<file path="config.mk">
export PLATFORM = sky130hd
export DESIGN_NAME = alm_level_monitor
export DESIGN_NICKNAME = d
export VERILOG_FILES = /design/src/design/alm_pkg.sv /design/src/design/alm_level_monitor.sv
export VERILOG_INCLUDE_DIRS = /design/src /design/src/design
export SDC_FILE = /design/constraint.sdc
export NUM_CORES = 1
export LEC_CHECK = 0
export BUFFER_PORTS_ARGS = -buffer_cell sky130_fd_sc_hd__buf_2
export CAP_MARGIN = 20
export CORE_MARGIN = 1.5
export CORE_UTILIZATION = 68
export CTS_CLUSTER_DIAMETER = 50
export DETAILED_ROUTE_END_ITERATION = 10
export GPL_ROUTABILITY_DRIVEN = 0
export HOLD_SLACK_MARGIN = 0.03
export PLACE_DENSITY = 0.84
export SYNTH_ARGS = -nofsm -noshare
export SYNTH_HDL_FRONTEND = slang
export SYNTH_SLANG_ARGS = --single-unit
</file>
<file path="constraint.sdc">
create_clock -name clk_sys_in -period 5.25 [get_ports clk_sys_in]
set_input_delay 1.3125 -clock clk_sys_in [delete_from_list [all_inputs] [get_ports clk_sys_in]]
set_output_delay 1.3125 -clock clk_sys_in [all_outputs]
set_load 0.05 [all_outputs]
</file>
<file path="src/design/alm_defines.svh">
// Holds the offsets, field positions, reset values and timing counts of the level monitor.
// Assumes inclusion by bare name from the level monitor module, its checker and the testbench.
`ifndef ALM_DEFINES_SVH
`define ALM_DEFINES_SVH

// ****************************************************************
// Register offsets
// ****************************************************************
`define ALM_OFF_PIN_FUNC      12'h040
`define ALM_OFF_UPPER_LO      12'h247
`define ALM_OFF_UPPER_HI      12'h248
`define ALM_OFF_LOWER_LO      12'h249
`define ALM_OFF_LOWER_HI      12'h24A
`define ALM_OFF_DWELL_LO      12'h24B
`define ALM_OFF_DWELL_HI      12'h24C
`define ALM_OFF_MON_CTRL      12'h270
`define ALM_OFF_PERIOD_0      12'h271
`define ALM_OFF_PERIOD_1      12'h272
`define ALM_OFF_PERIOD_2      12'h273
`define ALM_OFF_PEAK_A_LO     12'h274
`define ALM_OFF_PEAK_A_HI     12'h275
`define ALM_OFF_PEAK_B_LO     12'h276
`define ALM_OFF_PEAK_B_HI     12'h277
`define ALM_OFF_FD_CTRL       12'h559
`define ALM_OFF_OVR_CLEAR     12'h562
`define ALM_OFF_OVR_STICKY    12'h563

// ****************************************************************
// Fields and reset values
// ****************************************************************
`define ALM_FD_EN_BIT         0
`define ALM_MON_PEAK_EN_BIT   1
`define ALM_PIN_SEL_DIODE     3'h1
`define ALM_REG_RESET         8'h00
`define ALM_HI5_MASK          8'h1F

// ****************************************************************
// Timing counts
// ****************************************************************
`define ALM_SAMPLE_LATENCY    4
`define ALM_DECIM_DIV         16'h0001
`define ALM_UPPER_LATENCY_MAX 28

`endif

</file>
<file path="src/design/alm_pkg.sv">
// Holds the types shared by the level monitor.
// Assumes the defines header is compiled alongside.
package alm_pkg;

	typedef logic [12:0] alm_mag_t;

	typedef enum logic [1:0] {
		ALM_MON_IDLE = 2'b01,
		ALM_MON_RUN  = 2'b10
	} alm_mon_state_t;

endpackage : alm_pkg

</file>
<file path="src/design/alm_level_monitor.sv">
// Holds the level monitor: fast threshold detect, overrange indicator and sticky bits, peak monitor.
// Assumes one converter sample per clock on each channel and a decoded register port from the serial host.
`include "alm_defines.svh"

module alm_level_monitor (
	input  wire logic        clk_sys_in,
	input  wire logic        resetn_in,
	input  wire logic [13:0] sample_a_in,
	input  wire logic [13:0] sample_b_in,
	input  wire logic        overrange_raw_in,
	input  wire logic [3:0]  vc_overrange_in,
	input  wire logic        temp_diode_in,
	input  wire logic [11:0] reg_addr_in,
	input  wire logic        reg_wr_in,
	input  wire logic        reg_rd_in,
	input  wire logic [7:0]  reg_wdata_in,
	output logic      [7:0]  reg_rdata_out,
	output logic             threshold_flag_out_a,
	output logic             threshold_flag_out_b,
	output logic             overrange_out
);

	// ****************************************************************
	// Magnitude
	// ****************************************************************
	// absolute value
	// Full negative scale would wrap to zero if simply cut, so it saturates instead.
	function automatic alm_pkg::alm_mag_t alm_mag(input logic [13:0] s);
		logic [13:0] a;
		a = s[13] ? (~s + 14'h0001) : s;
		alm_mag = a[13] ? 13'h1FFF : a[12:0];
	endfunction

	// ****************************************************************
	// Registers
	// ****************************************************************
	logic [7:0]  pin_func_reg;
	logic [7:0]  upper_lo_reg;
	logic [7:0]  upper_hi_reg;
	logic [7:0]  lower_lo_reg;
	logic [7:0]  lower_hi_reg;
	logic [7:0]  dwell_lo_reg;
	logic [7:0]  dwell_hi_reg;
	logic [7:0]  mon_ctrl_reg;
	logic [23:0] period_reg;
	logic [7:0]  fd_ctrl_reg;
	logic [7:0]  ovr_clear_reg;
	logic [3:0]  ovr_sticky_reg;
	logic [3:0]  ovr_sticky_next;
	logic [7:0]  rdata_next;

	wire logic   wr_pin   = reg_wr_in && (reg_addr_in == `ALM_OFF_PIN_FUNC);
	wire logic   wr_uplo  = reg_wr_in && (reg_addr_in == `ALM_OFF_UPPER_LO);
	wire logic   wr_uphi  = reg_wr_in && (reg_addr_in == `ALM_OFF_UPPER_HI);
	wire logic   wr_lolo  = reg_wr_in && (reg_addr_in == `ALM_OFF_LOWER_LO);
	wire logic   wr_lohi  = reg_wr_in && (reg_addr_in == `ALM_OFF_LOWER_HI);
	wire logic   wr_dwlo  = reg_wr_in && (reg_addr_in == `ALM_OFF_DWELL_LO);
	wire logic   wr_dwhi  = reg_wr_in && (reg_addr_in == `ALM_OFF_DWELL_HI);
	wire logic   wr_mon   = reg_wr_in && (reg_addr_in == `ALM_OFF_MON_CTRL);
	wire logic   wr_per0  = reg_wr_in && (reg_addr_in == `ALM_OFF_PERIOD_0);
	wire logic   wr_per1  = reg_wr_in && (reg_addr_in == `ALM_OFF_PERIOD_1);
	wire logic   wr_per2  = reg_wr_in && (reg_addr_in == `ALM_OFF_PERIOD_2);
	wire logic   wr_fd    = reg_wr_in && (reg_addr_in == `ALM_OFF_FD_CTRL);
	wire logic   wr_clr   = reg_wr_in && (reg_addr_in == `ALM_OFF_OVR_CLEAR);

	wire alm_pkg::alm_mag_t upper_thr = {upper_hi_reg[4:0], upper_lo_reg};
	wire alm_pkg::alm_mag_t lower_thr = {lower_hi_reg[4:0], lower_lo_reg};
	wire logic [15:0]       dwell     = {dwell_hi_reg, dwell_lo_reg};
	wire logic              fd_en     = fd_ctrl_reg[`ALM_FD_EN_BIT];
	wire logic              peak_en   = mon_ctrl_reg[`ALM_MON_PEAK_EN_BIT];

	always_ff @(posedge clk_sys_in or negedge resetn_in) begin
		if (!resetn_in) begin
			pin_func_reg  <= `ALM_REG_RESET;
			upper_lo_reg  <= `ALM_REG_RESET;
			upper_hi_reg  <= `ALM_REG_RESET;
			lower_lo_reg  <= `ALM_REG_RESET;
			lower_hi_reg  <= `ALM_REG_RESET;
			dwell_lo_reg  <= `ALM_REG_RESET;
			dwell_hi_reg  <= `ALM_REG_RESET;
			mon_ctrl_reg  <= `ALM_REG_RESET;
			period_reg    <= 24'h000000;
			fd_ctrl_reg   <= `ALM_REG_RESET;
			ovr_clear_reg <= `ALM_REG_RESET;
		end else begin
			if (wr_pin)  pin_func_reg  <= reg_wdata_in;
			if (wr_uplo) upper_lo_reg  <= reg_wdata_in;
			if (wr_uphi) upper_hi_reg  <= reg_wdata_in & `ALM_HI5_MASK;
			if (wr_lolo) lower_lo_reg  <= reg_wdata_in;
			if (wr_lohi) lower_hi_reg  <= reg_wdata_in & `ALM_HI5_MASK;
			if (wr_dwlo) dwell_lo_reg  <= reg_wdata_in;
			if (wr_dwhi) dwell_hi_reg  <= reg_wdata_in;
			if (wr_mon)  mon_ctrl_reg  <= reg_wdata_in;
			if (wr_per0) period_reg[7:0]   <= reg_wdata_in;
			if (wr_per1) period_reg[15:8]  <= reg_wdata_in;
			if (wr_per2) period_reg[23:16] <= reg_wdata_in;
			if (wr_fd)   fd_ctrl_reg   <= reg_wdata_in;
			if (wr_clr)  ovr_clear_reg <= reg_wdata_in;
		end
	end

	// ****************************************************************
	// Overrange
	// ****************************************************************
	// sticky set wins over clear
	// clear acts while the clear bit is held set
	assign ovr_sticky_next = vc_overrange_in | (ovr_sticky_reg & ~ovr_clear_reg[3:0]);

	logic [`ALM_SAMPLE_LATENCY-1:0] ovr_pipe_reg;

	always_ff @(posedge clk_sys_in or negedge resetn_in) begin
		if (!resetn_in) begin
			ovr_sticky_reg <= 4'h0;
			ovr_pipe_reg   <= '0;
		end else begin
			ovr_sticky_reg <= ovr_sticky_next;
			ovr_pipe_reg   <= {ovr_pipe_reg[`ALM_SAMPLE_LATENCY-2:0], overrange_raw_in};
		end
	end

	assign overrange_out = ovr_pipe_reg[`ALM_SAMPLE_LATENCY-1];

	// ****************************************************************
	// Decimated clock enable and monitor period timer
	// ****************************************************************
	logic [15:0]             decim_cnt_reg;
	logic [23:0]             timer_reg;
	logic                    seed_reg;
	logic                    peak_en_d_reg;
	alm_pkg::alm_mon_state_t mon_state_reg;
	alm_pkg::alm_mon_state_t mon_state_next;

	wire logic decim_en  = (decim_cnt_reg >= (`ALM_DECIM_DIV - 16'h0001));
	wire logic start     = peak_en && !peak_en_d_reg;
	wire logic timer_hit = decim_en && (timer_reg <= 24'h000001);

	always_comb begin
		case (mon_state_reg)
			alm_pkg::ALM_MON_IDLE: mon_state_next = start ? alm_pkg::ALM_MON_RUN : alm_pkg::ALM_MON_IDLE;
			alm_pkg::ALM_MON_RUN:  mon_state_next = peak_en ? alm_pkg::ALM_MON_RUN : alm_pkg::ALM_MON_IDLE;
			default:               mon_state_next = alm_pkg::ALM_MON_IDLE;
		endcase
	end

	wire logic running = (mon_state_reg == alm_pkg::ALM_MON_RUN);

	always_ff @(posedge clk_sys_in or negedge resetn_in) begin
		if (!resetn_in) begin
			decim_cnt_reg <= 16'h0000;
			timer_reg     <= 24'h000000;
			seed_reg      <= 1'b1;
			peak_en_d_reg <= 1'b0;
			mon_state_reg <= alm_pkg::ALM_MON_IDLE;
		end else begin
			decim_cnt_reg <= decim_en ? 16'h0000 : decim_cnt_reg + 16'h0001;
			peak_en_d_reg <= peak_en;
			mon_state_reg <= mon_state_next;
			// load on enable, then count down at the decimated rate
			if (start) begin
				timer_reg <= period_reg;
				seed_reg  <= 1'b1;
			end else if (running && decim_en) begin
				// reload and reseed at count 1, or at count 0 when the period is 0
				if (timer_hit) begin
					timer_reg <= period_reg;
					seed_reg  <= 1'b1;
				end else begin
					timer_reg <= timer_reg - 24'h000001;
					seed_reg  <= 1'b0;
				end
			end
		end
	end

	// ****************************************************************
	// Per-channel fast detect and peak detect
	// ****************************************************************
	// one detector per channel
	wire logic [13:0] sample_w [2];
	assign sample_w[0] = sample_a_in;
	assign sample_w[1] = sample_b_in;

	genvar gi;
	generate
		for (gi = 0; gi < 2; gi++) begin : ch
			wire alm_pkg::alm_mag_t mag     = alm_mag(sample_w[gi]);
			wire logic              above   = (mag > upper_thr);
			wire logic              below   = (mag < lower_thr);
			logic [16:0]            dwell_cnt_reg;
			logic                   flag_reg;
			alm_pkg::alm_mag_t      store_reg;
			alm_pkg::alm_mag_t      hold_reg;
			wire logic              dwell_done = (dwell_cnt_reg > {1'b0, dwell});

			always_ff @(posedge clk_sys_in or negedge resetn_in) begin
				if (!resetn_in) begin
					dwell_cnt_reg <= 17'h00000;
					flag_reg      <= 1'b0;
				end else if (!fd_en) begin
					dwell_cnt_reg <= 17'h00000;
					flag_reg      <= 1'b0;
				end else begin
					// count consecutive samples below the lower level
					if (!below)
						dwell_cnt_reg <= 17'h00000;
					else if (!dwell_done)
						dwell_cnt_reg <= dwell_cnt_reg + 17'h00001;
					// set at once above upper level
					if (above)
						flag_reg <= 1'b1;
					else if (below && dwell_done)
						flag_reg <= 1'b0;
				end
			end

			always_ff @(posedge clk_sys_in or negedge resetn_in) begin
				if (!resetn_in) begin
					store_reg <= 13'h0000;
					hold_reg  <= 13'h0000;
				end else if (running && decim_en) begin
					// seed, then keep the larger magnitude
					store_reg <= (seed_reg || mag > store_reg) ? mag : store_reg;
					if (timer_hit)
						hold_reg <= (seed_reg || mag > store_reg) ? mag : store_reg;
				end
			end
		end
	endgenerate

	// ****************************************************************
	// Flag pins
	// ****************************************************************
	// flag pin lags the sample by two clocks, well inside the bound
	always_ff @(posedge clk_sys_in or negedge resetn_in) begin
		if (!resetn_in) begin
			threshold_flag_out_a <= 1'b0;
			threshold_flag_out_b <= 1'b0;
		end else begin
			// diode routing on channel A pin
			threshold_flag_out_a <= (pin_func_reg[2:0] == `ALM_PIN_SEL_DIODE) ? temp_diode_in : ch[0].flag_reg;
			threshold_flag_out_b <= ch[1].flag_reg;
		end
	end

	// ****************************************************************
	// Read back
	// ****************************************************************
	// register readback
	// 13-bit peaks and 24-bit period readable
	always_comb begin
		case (reg_addr_in)
			`ALM_OFF_PIN_FUNC:   rdata_next = pin_func_reg;
			`ALM_OFF_UPPER_LO:   rdata_next = upper_lo_reg;
			`ALM_OFF_UPPER_HI:   rdata_next = upper_hi_reg;
			`ALM_OFF_LOWER_LO:   rdata_next = lower_lo_reg;
			`ALM_OFF_LOWER_HI:   rdata_next = lower_hi_reg;
			`ALM_OFF_DWELL_LO:   rdata_next = dwell_lo_reg;
			`ALM_OFF_DWELL_HI:   rdata_next = dwell_hi_reg;
			`ALM_OFF_MON_CTRL:   rdata_next = mon_ctrl_reg;
			`ALM_OFF_PERIOD_0:   rdata_next = period_reg[7:0];
			`ALM_OFF_PERIOD_1:   rdata_next = period_reg[15:8];
			`ALM_OFF_PERIOD_2:   rdata_next = period_reg[23:16];
			`ALM_OFF_PEAK_A_LO:  rdata_next = ch[0].hold_reg[7:0];
			`ALM_OFF_PEAK_A_HI:  rdata_next = {3'h0, ch[0].hold_reg[12:8]};
			`ALM_OFF_PEAK_B_LO:  rdata_next = ch[1].hold_reg[7:0];
			`ALM_OFF_PEAK_B_HI:  rdata_next = {3'h0, ch[1].hold_reg[12:8]};
			`ALM_OFF_FD_CTRL:    rdata_next = fd_ctrl_reg;
			`ALM_OFF_OVR_CLEAR:  rdata_next = ovr_clear_reg;
			`ALM_OFF_OVR_STICKY: rdata_next = {4'h0, ovr_sticky_reg};
			default:             rdata_next = 8'h00;
		endcase
	end

	// Data is held between reads so a slow serial host can shift it out at leisure.
	always_ff @(posedge clk_sys_in or negedge resetn_in) begin
		if (!resetn_in)
			reg_rdata_out <= 8'h00;
		else if (reg_rd_in)
			reg_rdata_out <= rdata_next;
	end

endmodule // alm_level_monitor

</file>
**After elaboration in Yosys (flattened, before gate mapping)**

Cells that the tools add are included.

- Flip-flop bits (word level): 248
- Bits of input ports: 58
- Logic and storage cells: 130

- $add $sub $neg: 6
- $lt $le $gt $ge: 10
- Equal/unequal tests: 25
- Mux-type cells: 30
- Bitwise operators: 5
- Reductions and logical operators: 23

Operator list:

| cell | number |
|---|---|
| $eq 12x10->1 const B | 14 |
| $pmux 8 s18 | 1 |
| $mux 17 | 6 |
| $mux 24 | 3 |
| $gt 13x13->1 | 4 |
| $mux 13 | 4 |
| $eq 12x11->1 const B | 3 |
| $add 17x1->17 const B | 2 |
| $gt 17x16->1 | 2 |
| $add 14x1->14 const B | 2 |
| $mux 14 | 2 |
| $not 14->14 | 2 |
| $lt 13x13->1 | 2 |
| $le 24x1->1 const B | 1 |
| $sub 24x1->24 const B | 1 |
| $logic_and 1x1->1 | 18 |
| $add 16x1->16 const B | 1 |
| $ge 16x1->1 const B | 1 |
| $mux 16 | 1 |
| $eq 12x7->1 const B | 1 |
| $mux 1 | 10 |
| $ne 3x1->1 const B | 2 |
| $ne 3x3->1 const B | 2 |
| $and 4x4->4 | 1 |
| 11 further kinds | 13 |

**Longest topological paths before layout**

Gate-level depths: netlist of the first run.

- Depth in word-level cells: 9
- Gate-level depth with buffers: 13
- Gate-level depth less buffers: 12

**Least setup slack after synthesis of the first run**

No wires, ideal clock.

- Path type: input to register
- From: input port sample_a_in[7]
- To: register ch[0].store_reg[4]
- Arrival: 4.236 ns
- Data required time: 5.125 ns
- Setup slack: 0.889 ns
- Cell stages on the path: 11
- Path buffers: 1
- Cell sequence: nor4_2 -> nand3_1 -> o311a_1 -> a21oi_1 -> ha_1 -> nand4_1 -> o221a_2 -> a21oi_1 -> and2_1 -> clkbuf_1 -> mux2_2

- Word-level cells in the longest chain between the ends: 7

RTL lines:

| element | line | RTL |
|---|---|---|
| start, declared | alm_level_monitor.sv:8 | `input wire logic [13:0] sample_a_in,` |
| $not 14->14 | alm_level_monitor.sv:30 | `a = s[13] ? (~s + 14'h0001) : s;` |
| $add 14x1->14 | alm_level_monitor.sv:30 |  |
| $mux 14 * | alm_level_monitor.sv:30 |  |
| $mux 13 * | alm_level_monitor.sv:31 | `alm_mag = a[13] ? 13'h1FFF : a[12:0];` |
| $gt 13x13->1 | alm_level_monitor.sv:222 | `store_reg <= (seed_reg \|\| mag > store_reg) ? mag : store_reg;` |
| $logic_or 1x1->1 | alm_level_monitor.sv:222 |  |
| $mux 13 * | n/a |  |
| end signal, assigned | alm_level_monitor.sv:222 |  |
| end, declared | alm_level_monitor.sv:191 | `alm_pkg::alm_mag_t store_reg;` |

Every way passes the cells marked *; elsewhere a longest branch is shown, timed or not.
A chain may end at the register's enable or synchronous reset.

**Worst setup path in the final report of the first run**

- From: input port sample_a_in[7]
- To: register ch[0].dwell_cnt_reg[16]

- Word-level cells in the longest chain between the ends: 7

RTL lines:

| element | line | RTL |
|---|---|---|
| $not 14->14 | alm_level_monitor.sv:30 |  |
| $add 14x1->14 | alm_level_monitor.sv:30 |  |
| $mux 14 * | alm_level_monitor.sv:30 |  |
| $mux 13 * | alm_level_monitor.sv:31 |  |
| $lt 13x13->1 * | alm_level_monitor.sv:188 | `wire logic below = (mag < lower_thr);` |
| $mux 17 | alm_level_monitor.sv:204 | `if (!below)` |
| $mux 17 | alm_level_monitor.sv:199 | `end else if (!fd_en) begin` |
| end signal, assigned | alm_level_monitor.sv:207 | `dwell_cnt_reg <= dwell_cnt_reg + 17'h00001;` |
| end, declared | alm_level_monitor.sv:189 | `logic [16:0] dwell_cnt_reg;` |

Marked as above.

==> impl_metrics.json, run 1 <==
{
  "status": "complete, no violations",
  "min_period_ps": 4310,
  "antenna_found_initial": 1,
  "setup_tns_ps": 0,
  "finish.utilization": 0.765,
  "async_flop_share": 1.00,
  "hold_buffers": 0,
  "first_iter_violations": 1649,
  "synth_cell_type_count": 102,
  "dieArea_um2": 23000,
  "synthesis.nets": 1766,
  "power_density_nw_per_um2": 293,
  "htreeDepth": 1,
  "grt_max_degree": 124,
  "nFillCells": 1461,
  "ctsResizeCount": 0,
  "synth-seq-area-share": 0.387,
  "crit_type": "in -> reg",
  "crit_path_cell_trace": "buf_2 > nor4_2 > nand3_1 > o311a_1 > a21oi_1 > ha_1 > and4_1 > a221o_1 > a31oi_2 > nand2_1 > o21ba_2",
  "r2r.worst_path.cells": 8,
  "r2r_slack_ps": 2240,
  "slew_viol_final": 0,
  "rows": 54,
  "slowest_stage": "nor4_2",
  "wl_per_cell_um": 22.2,
  "first_pass_iters": 6,
  "rr_endpoint": "ch[0].dwell_cnt_reg[10]",
  "post-cts-setup-buffer-count": 0,
  "top_layer": "met4",
  "critPathMaxStageDelay_ps": 450,
  "synth_edf_count": 0,
  "rsz0062_at_grt": "no",
  "grt_usage": 0.381,
  "synth_top_area_cell": "dfrtp_1",
  "start_kind": "primary input",
  "yosys_register_bits": 232,
  "slew-limit-headroom": 0.264,
  "synth_top_area_frac": 0.383,
  "ys_top_cells_by_area": "dfrtp_1 38%, ha_1 9.7%, mux2_2 5.4%, a21oi_1 3.6%, o21ai_0 3.2%",
  "fin_nets": 1815,
  "clk_path_buf_depth": 3,
  "drc": 0,
  "fp.coreArea_um2": 21800,
  "vias": 13645,
  "finalHoldViolCount": 0,
  "ir_drop_v": 0.000256,
  "setup_violations": 0,
  "wirelength_met1_um": 17500,
  "timing.rr.start": "dwell_hi_reg[4]",
  "antennaDiodeCount": 0,
  "largest_reg_flops": 34,
  "cellLeakagePower_nw": 7.58,
  "fmax_mhz": 232,
  "cts_buffers": 30,
  "grt_overflow_total": 0,
  "cts_root_buf": "clkbuf_16",
  "max_cap_viol_count": 0,
  "antenna_left": 0,
  "tightest_slew_ps": 1100,
  "netlist_area_um2": 15000,
  "whs_endpoint": "ovr_pipe_reg[2]",
  "multi_input_area_um2": 8520,
  "wl_met2_um": 19200,
  "initial_core_util": 0.690,
  "crit_path_end_kind": "flop",
  "clk_latency_ps": 580,
  "cts_tree": "yes",
  "fin_skew_ps": 31.1,
  "routed_wl_um": 43200,
  "die_h_um": 152,
  "timing.final.crit_share": 0.821,
  "hpwl_um": 30600,
  "required_ps": 5740,
  "cp_data_arrival_time_ps": 4800,
  "grt_pass1_vias": 12767,
  "met3WireLength_um": 4770,
  "grt_pass1_wl_um": 68300,
  "clock-sinks": 232,
  "yosysWarnings": 0,
  "synthCells": 1592,
  "die_w_um": 152,
  "layout-drive-gt1-share": 0.157,
  "num_io_pins": 69,
  "cts.clk_slew.worst_paths_ps": 60,
  "path_max_fanout": 13,
  "vias_per_cell": 7.02,
  "min_from": "ovr_pipe_reg[1]",
  "hold_class": "reg -> reg",
  "synth_area_per_cell_um2": 9.43,
  "syn_to_final_growth_pct": 10.9,
  "regArea_um2": 5810,
  "synthFlopType": "dfrtp_1",
  "port_buffers": 68,
  "hold_depth": 0,
  "holdWs_ps": 347
}
where the power goes:
group | switching [mW] | internal [mW]
Clock | 0.871 | 1.27
Combinational | 0.593 | 0.287
Sequential | 0.0278 | 1.82
Total | 1.49 | 3.38
stage by stage:
step                      total power, mW  cell area, um^2  worst slack (ps)  instances
after floorplan                      2.49            15000               889       1592
after global placement               2.70            15600               587       1887
after detailed placement             2.73            15600               471       1888
after CTS                            4.84            16600               994       1944
after global routing                 5.03            16600               744       1945
final                                4.87            16600               939       1945
worst max-delay path, delay by kind of cell:
kind	cells	cell delay, ps
compound gates	5	1730
fa+ha+maj	1	340
simple gates	4	1280
buf+inv	1	130
Yosys cell counts, drive strengths merged (25+ instances only):
library cell / n
nand2: 122
dfrtp: 230
o21ai: 117
nand3: 87
inv: 99
mux2: 82
nor3: 44
nor2: 89
buf: 25
clkbuf: 49
ha: 116
mux2i: 35
a21oi: 110
cell families (layout without fill, tap and decap cells):
logic type / Yosys count / in the layout / synth area share
simple gates: 502 / 502 / 0.180
compound gates: 430 / 430 / 0.191
flops: 232 / 232 / 0.387
buf+inv: 174 / 247 / 0.0465
mux: 118 / 118 / 0.0864
fa+ha+maj: 116 / 116 / 0.0967
xor+xnor: 20 / 20 / 0.0117
cell type report:
type                       instances  share of cell area
multi-input combinational       1186               0.512
clock inverter                    20              0.0147
tap                              280              0.0211
sequential                       232               0.349
clock buffer                      36              0.0489
timing repair buffer              91              0.0317
inverter                         100              0.0226
placed cells by master (no fill, tap or decap), types with 7 or more instances in the layout:
master / n
buf_4: 22
and2_1: 10
mux2i_1: 35
nand2b_1: 8
clkbuf_16: 30
mux2_2: 72
or3_1: 14
a21oi_1: 108
xnor2_1: 15
nor4_1: 8
buf_2: 67
a21o_1: 23
nand4_1: 22
or4_1: 15
a32oi_1: 16
nor2_1: 85
o211ai_1: 12
and4_1: 10
a31oi_1: 16
inv_1: 99
and3_1: 11
nand2_1: 118
o21a_1: 9
dfrtp_1: 230
nand3b_1: 9
nand3_1: 87
ha_1: 116
mux2_1: 10
nor3_1: 39
o21ai_0: 96
a22oi_1: 18
o21ai_1: 21
o31ai_1: 12
nor2b_1: 14
or2_2: 7
worst max-delay path by stage:
stage              startpoint                       to  depth (start not counted)
3_3_place_gp   sample_a_in[3]  ch[0].dwell_cnt_reg[16]                         11
4_1_cts        sample_b_in[5]        ch[1].hold_reg[8]                         14
6_report       sample_a_in[7]  ch[0].dwell_cnt_reg[16]                         11
5_1_grt        sample_a_in[7]  ch[0].dwell_cnt_reg[16]                         11
2_1_floorplan  sample_a_in[7]       ch[0].store_reg[4]                         11
3_5_place_dp   sample_a_in[7]  ch[0].dwell_cnt_reg[16]                         11
routing by layer:
metal | vias to the layer above | global-route usage
met2 | 870 | 0.583
met3 | 164 | 0.0650
met1 | 6553 | 0.544
met5 | - | 0
li1 | 6058 | -
met4 | 0 | 0.141
Note: power is estimated with default switching activity, not from simulation.
==> run 2: changes to the inputs <==
CORE_UTILIZATION = 57   (was 68)
PLACE_DENSITY = 0.75   (was 0.84)
clock period = 3.8 ns   (was 5.25 ns; I/O delays follow)
==> impl_metrics.json, run 2 (synthesized netlist as in run 1, its figures left out) <==
{
  "path_max_fanout": 15,
  "hold_class": "reg -> reg",
  "timing.final.crit_share": 0.924,
  "fin_nets": 1905,
  "final_cell_area_um2": 17500,
  "crit_path_end_kind": "flop",
  "post-cts-setup-buffer-count": 0,
  "ir_drop_v": 0.000380,
  "placed_cell_area_um2": 16400,
  "port_buffers": 68,
  "wl_per_cell_um": 20.9,
  "min_from": "ovr_pipe_reg[2]",
  "clock-sinks": 232,
  "initial_core_util": 0.578,
  "fp.coreArea_um2": 26000,
  "layout_commonest_cell": "dfrtp_1",
  "crit_type": "in -> reg",
  "cts_root_buf": "clkbuf_16",
  "cp_data_arrival_time_ps": 3950,
  "num_io_pins": 69,
  "antenna_found_initial": 0,
  "die_w_um": 165,
  "clk_latency_ps": 520,
  "grt_pass1_wl_um": 69900,
  "grt_usage": 0.329,
  "fmax_mhz": 285,
  "first_pass_iters": 6,
  "routed_wl_um": 43800,
  "antennaDiodeCount": 0,
  "slew-limit-headroom": 0.234,
  "syn_to_final_growth_pct": 16.8,
  "hold_buffers": 0,
  "vias": 13671,
  "critPathLaunch": "sample_b_in[11]",
  "antenna_left": 0,
  "cts_tree": "yes",
  "required_ps": 4240,
  "hpwl_um": 32000,
  "timing.rr.start": "dwell_hi_reg[4]",
  "final_cell_mix": "230 x dfrtp_1, 117 x nand2_1, 116 x ha_1",
  "rsz0062_at_grt": "no",
  "setup_violations": 0,
  "largest_reg_flops": 34,
  "start_kind": "primary input",
  "die_h_um": 165,
  "cts_buffers": 34,
  "fin_skew_ps": 21.2,
  "first_iter_violations": 1462,
  "ctsResizeCount": 0,
  "critPathMaxStageDelay_ps": 570,
  "status": "complete, no violations",
  "dp_worst_setup_slack_ps": -246,
  "slowest_stage": "or4_1",
  "drc": 0,
  "htreeDepth": 2,
  "power_density_nw_per_um2": 403,
  "cellLeakagePower_nw": 8.08,
  "max_cap_viol_count": 0,
  "grt_pass1_vias": 13120,
  "finalHoldViolCount": 0,
  "nFillCells": 2061,
  "p_total_mw": 7.07,
  "rows": 59,
  "crit_path_cell_trace": "buf_2 > nor3_1 > nand3_1 > or4_1 > nand2_1 > ha_1 > a21o_1 > a311oi_1 > a221oi_2 > a211oi_1 > buf_4 > nand2_2 > buf_12 > a21oi_1",
  "clk_path_buf_depth": 3,
  "worst_slack_ps": 288,
  "layout-drive-gt1-share": 0.205,
  "grt_max_degree": 93,
  "cts.clk_slew.worst_paths_ps": 50,
  "min_period_ps": 3510,
  "slew_viol_final": 0,
  "grt_overflow_total": 0,
  "tightest_slew_ps": 1150,
  "setup_tns_ps": 0,
  "vias_per_cell": 6.54,
  "dieArea_um2": 27300
}
run 2: metal layers:
layer	part of all wire	GRT usage	vias up
met5	0	0	-
met4	0.034	0.127	0
met3	0.088	0.0687	125
met2	0.45	0.510	674
met1	0.43	0.452	6632
li1	-	-	6240
run 2: critical path: cells and delay by family:
| family | cells | cell delay, ps |
|---|---|---|
| compound gates | 5 | 1060 |
| buf+inv | 3 | 450 |
| fa+ha+maj | 1 | 250 |
| simple gates | 5 | 1220 |
run 2: where the power goes:
part,internal (mW),total [mW],switching (mW)
Combinational,0.462,1.29,0.830
Clock,1.94,3.23,1.28
Sequential,2.51,2.55,0.0397
run 2: final timing paths:
path                                      endpoint  slack [ps]  cells past startpoint
max                         ch[1].dwell_cnt_reg[7]         290                     14
min                                ovr_pipe_reg[3]         350                      0
max reg2reg                ch[0].dwell_cnt_reg[10]         800                      8
min reg2reg                        ovr_pipe_reg[3]         350                      0
max in group asynchronous            period_reg[6]        2500                      2
min in group asynchronous            timer_reg[17]         460                      1
run 2: layout make-up:
class	count	area, um^2	area share
Clock buffer	40	935	0.0533
Tap cell	335	419	0.0239
Inverter	100	375	0.0214
Multi-Input combinational cell	1186	8550	0.488
Sequential cell	232	5810	0.331
Clock inverter	20	230	0.0131
Timing Repair Buffer	177	1220	0.0695
run 2: through the flow:
step / std cells / hold WS, ps / util
global placement: 2030 / 332 / 0.630
finish: 2090 / 345 / 0.675
detailed placement: 2030 / 336 / 0.630
floorplan: 1592 / 331 / -
global route: 2090 / 355 / 0.675
CTS: 2090 / 348 / 0.675
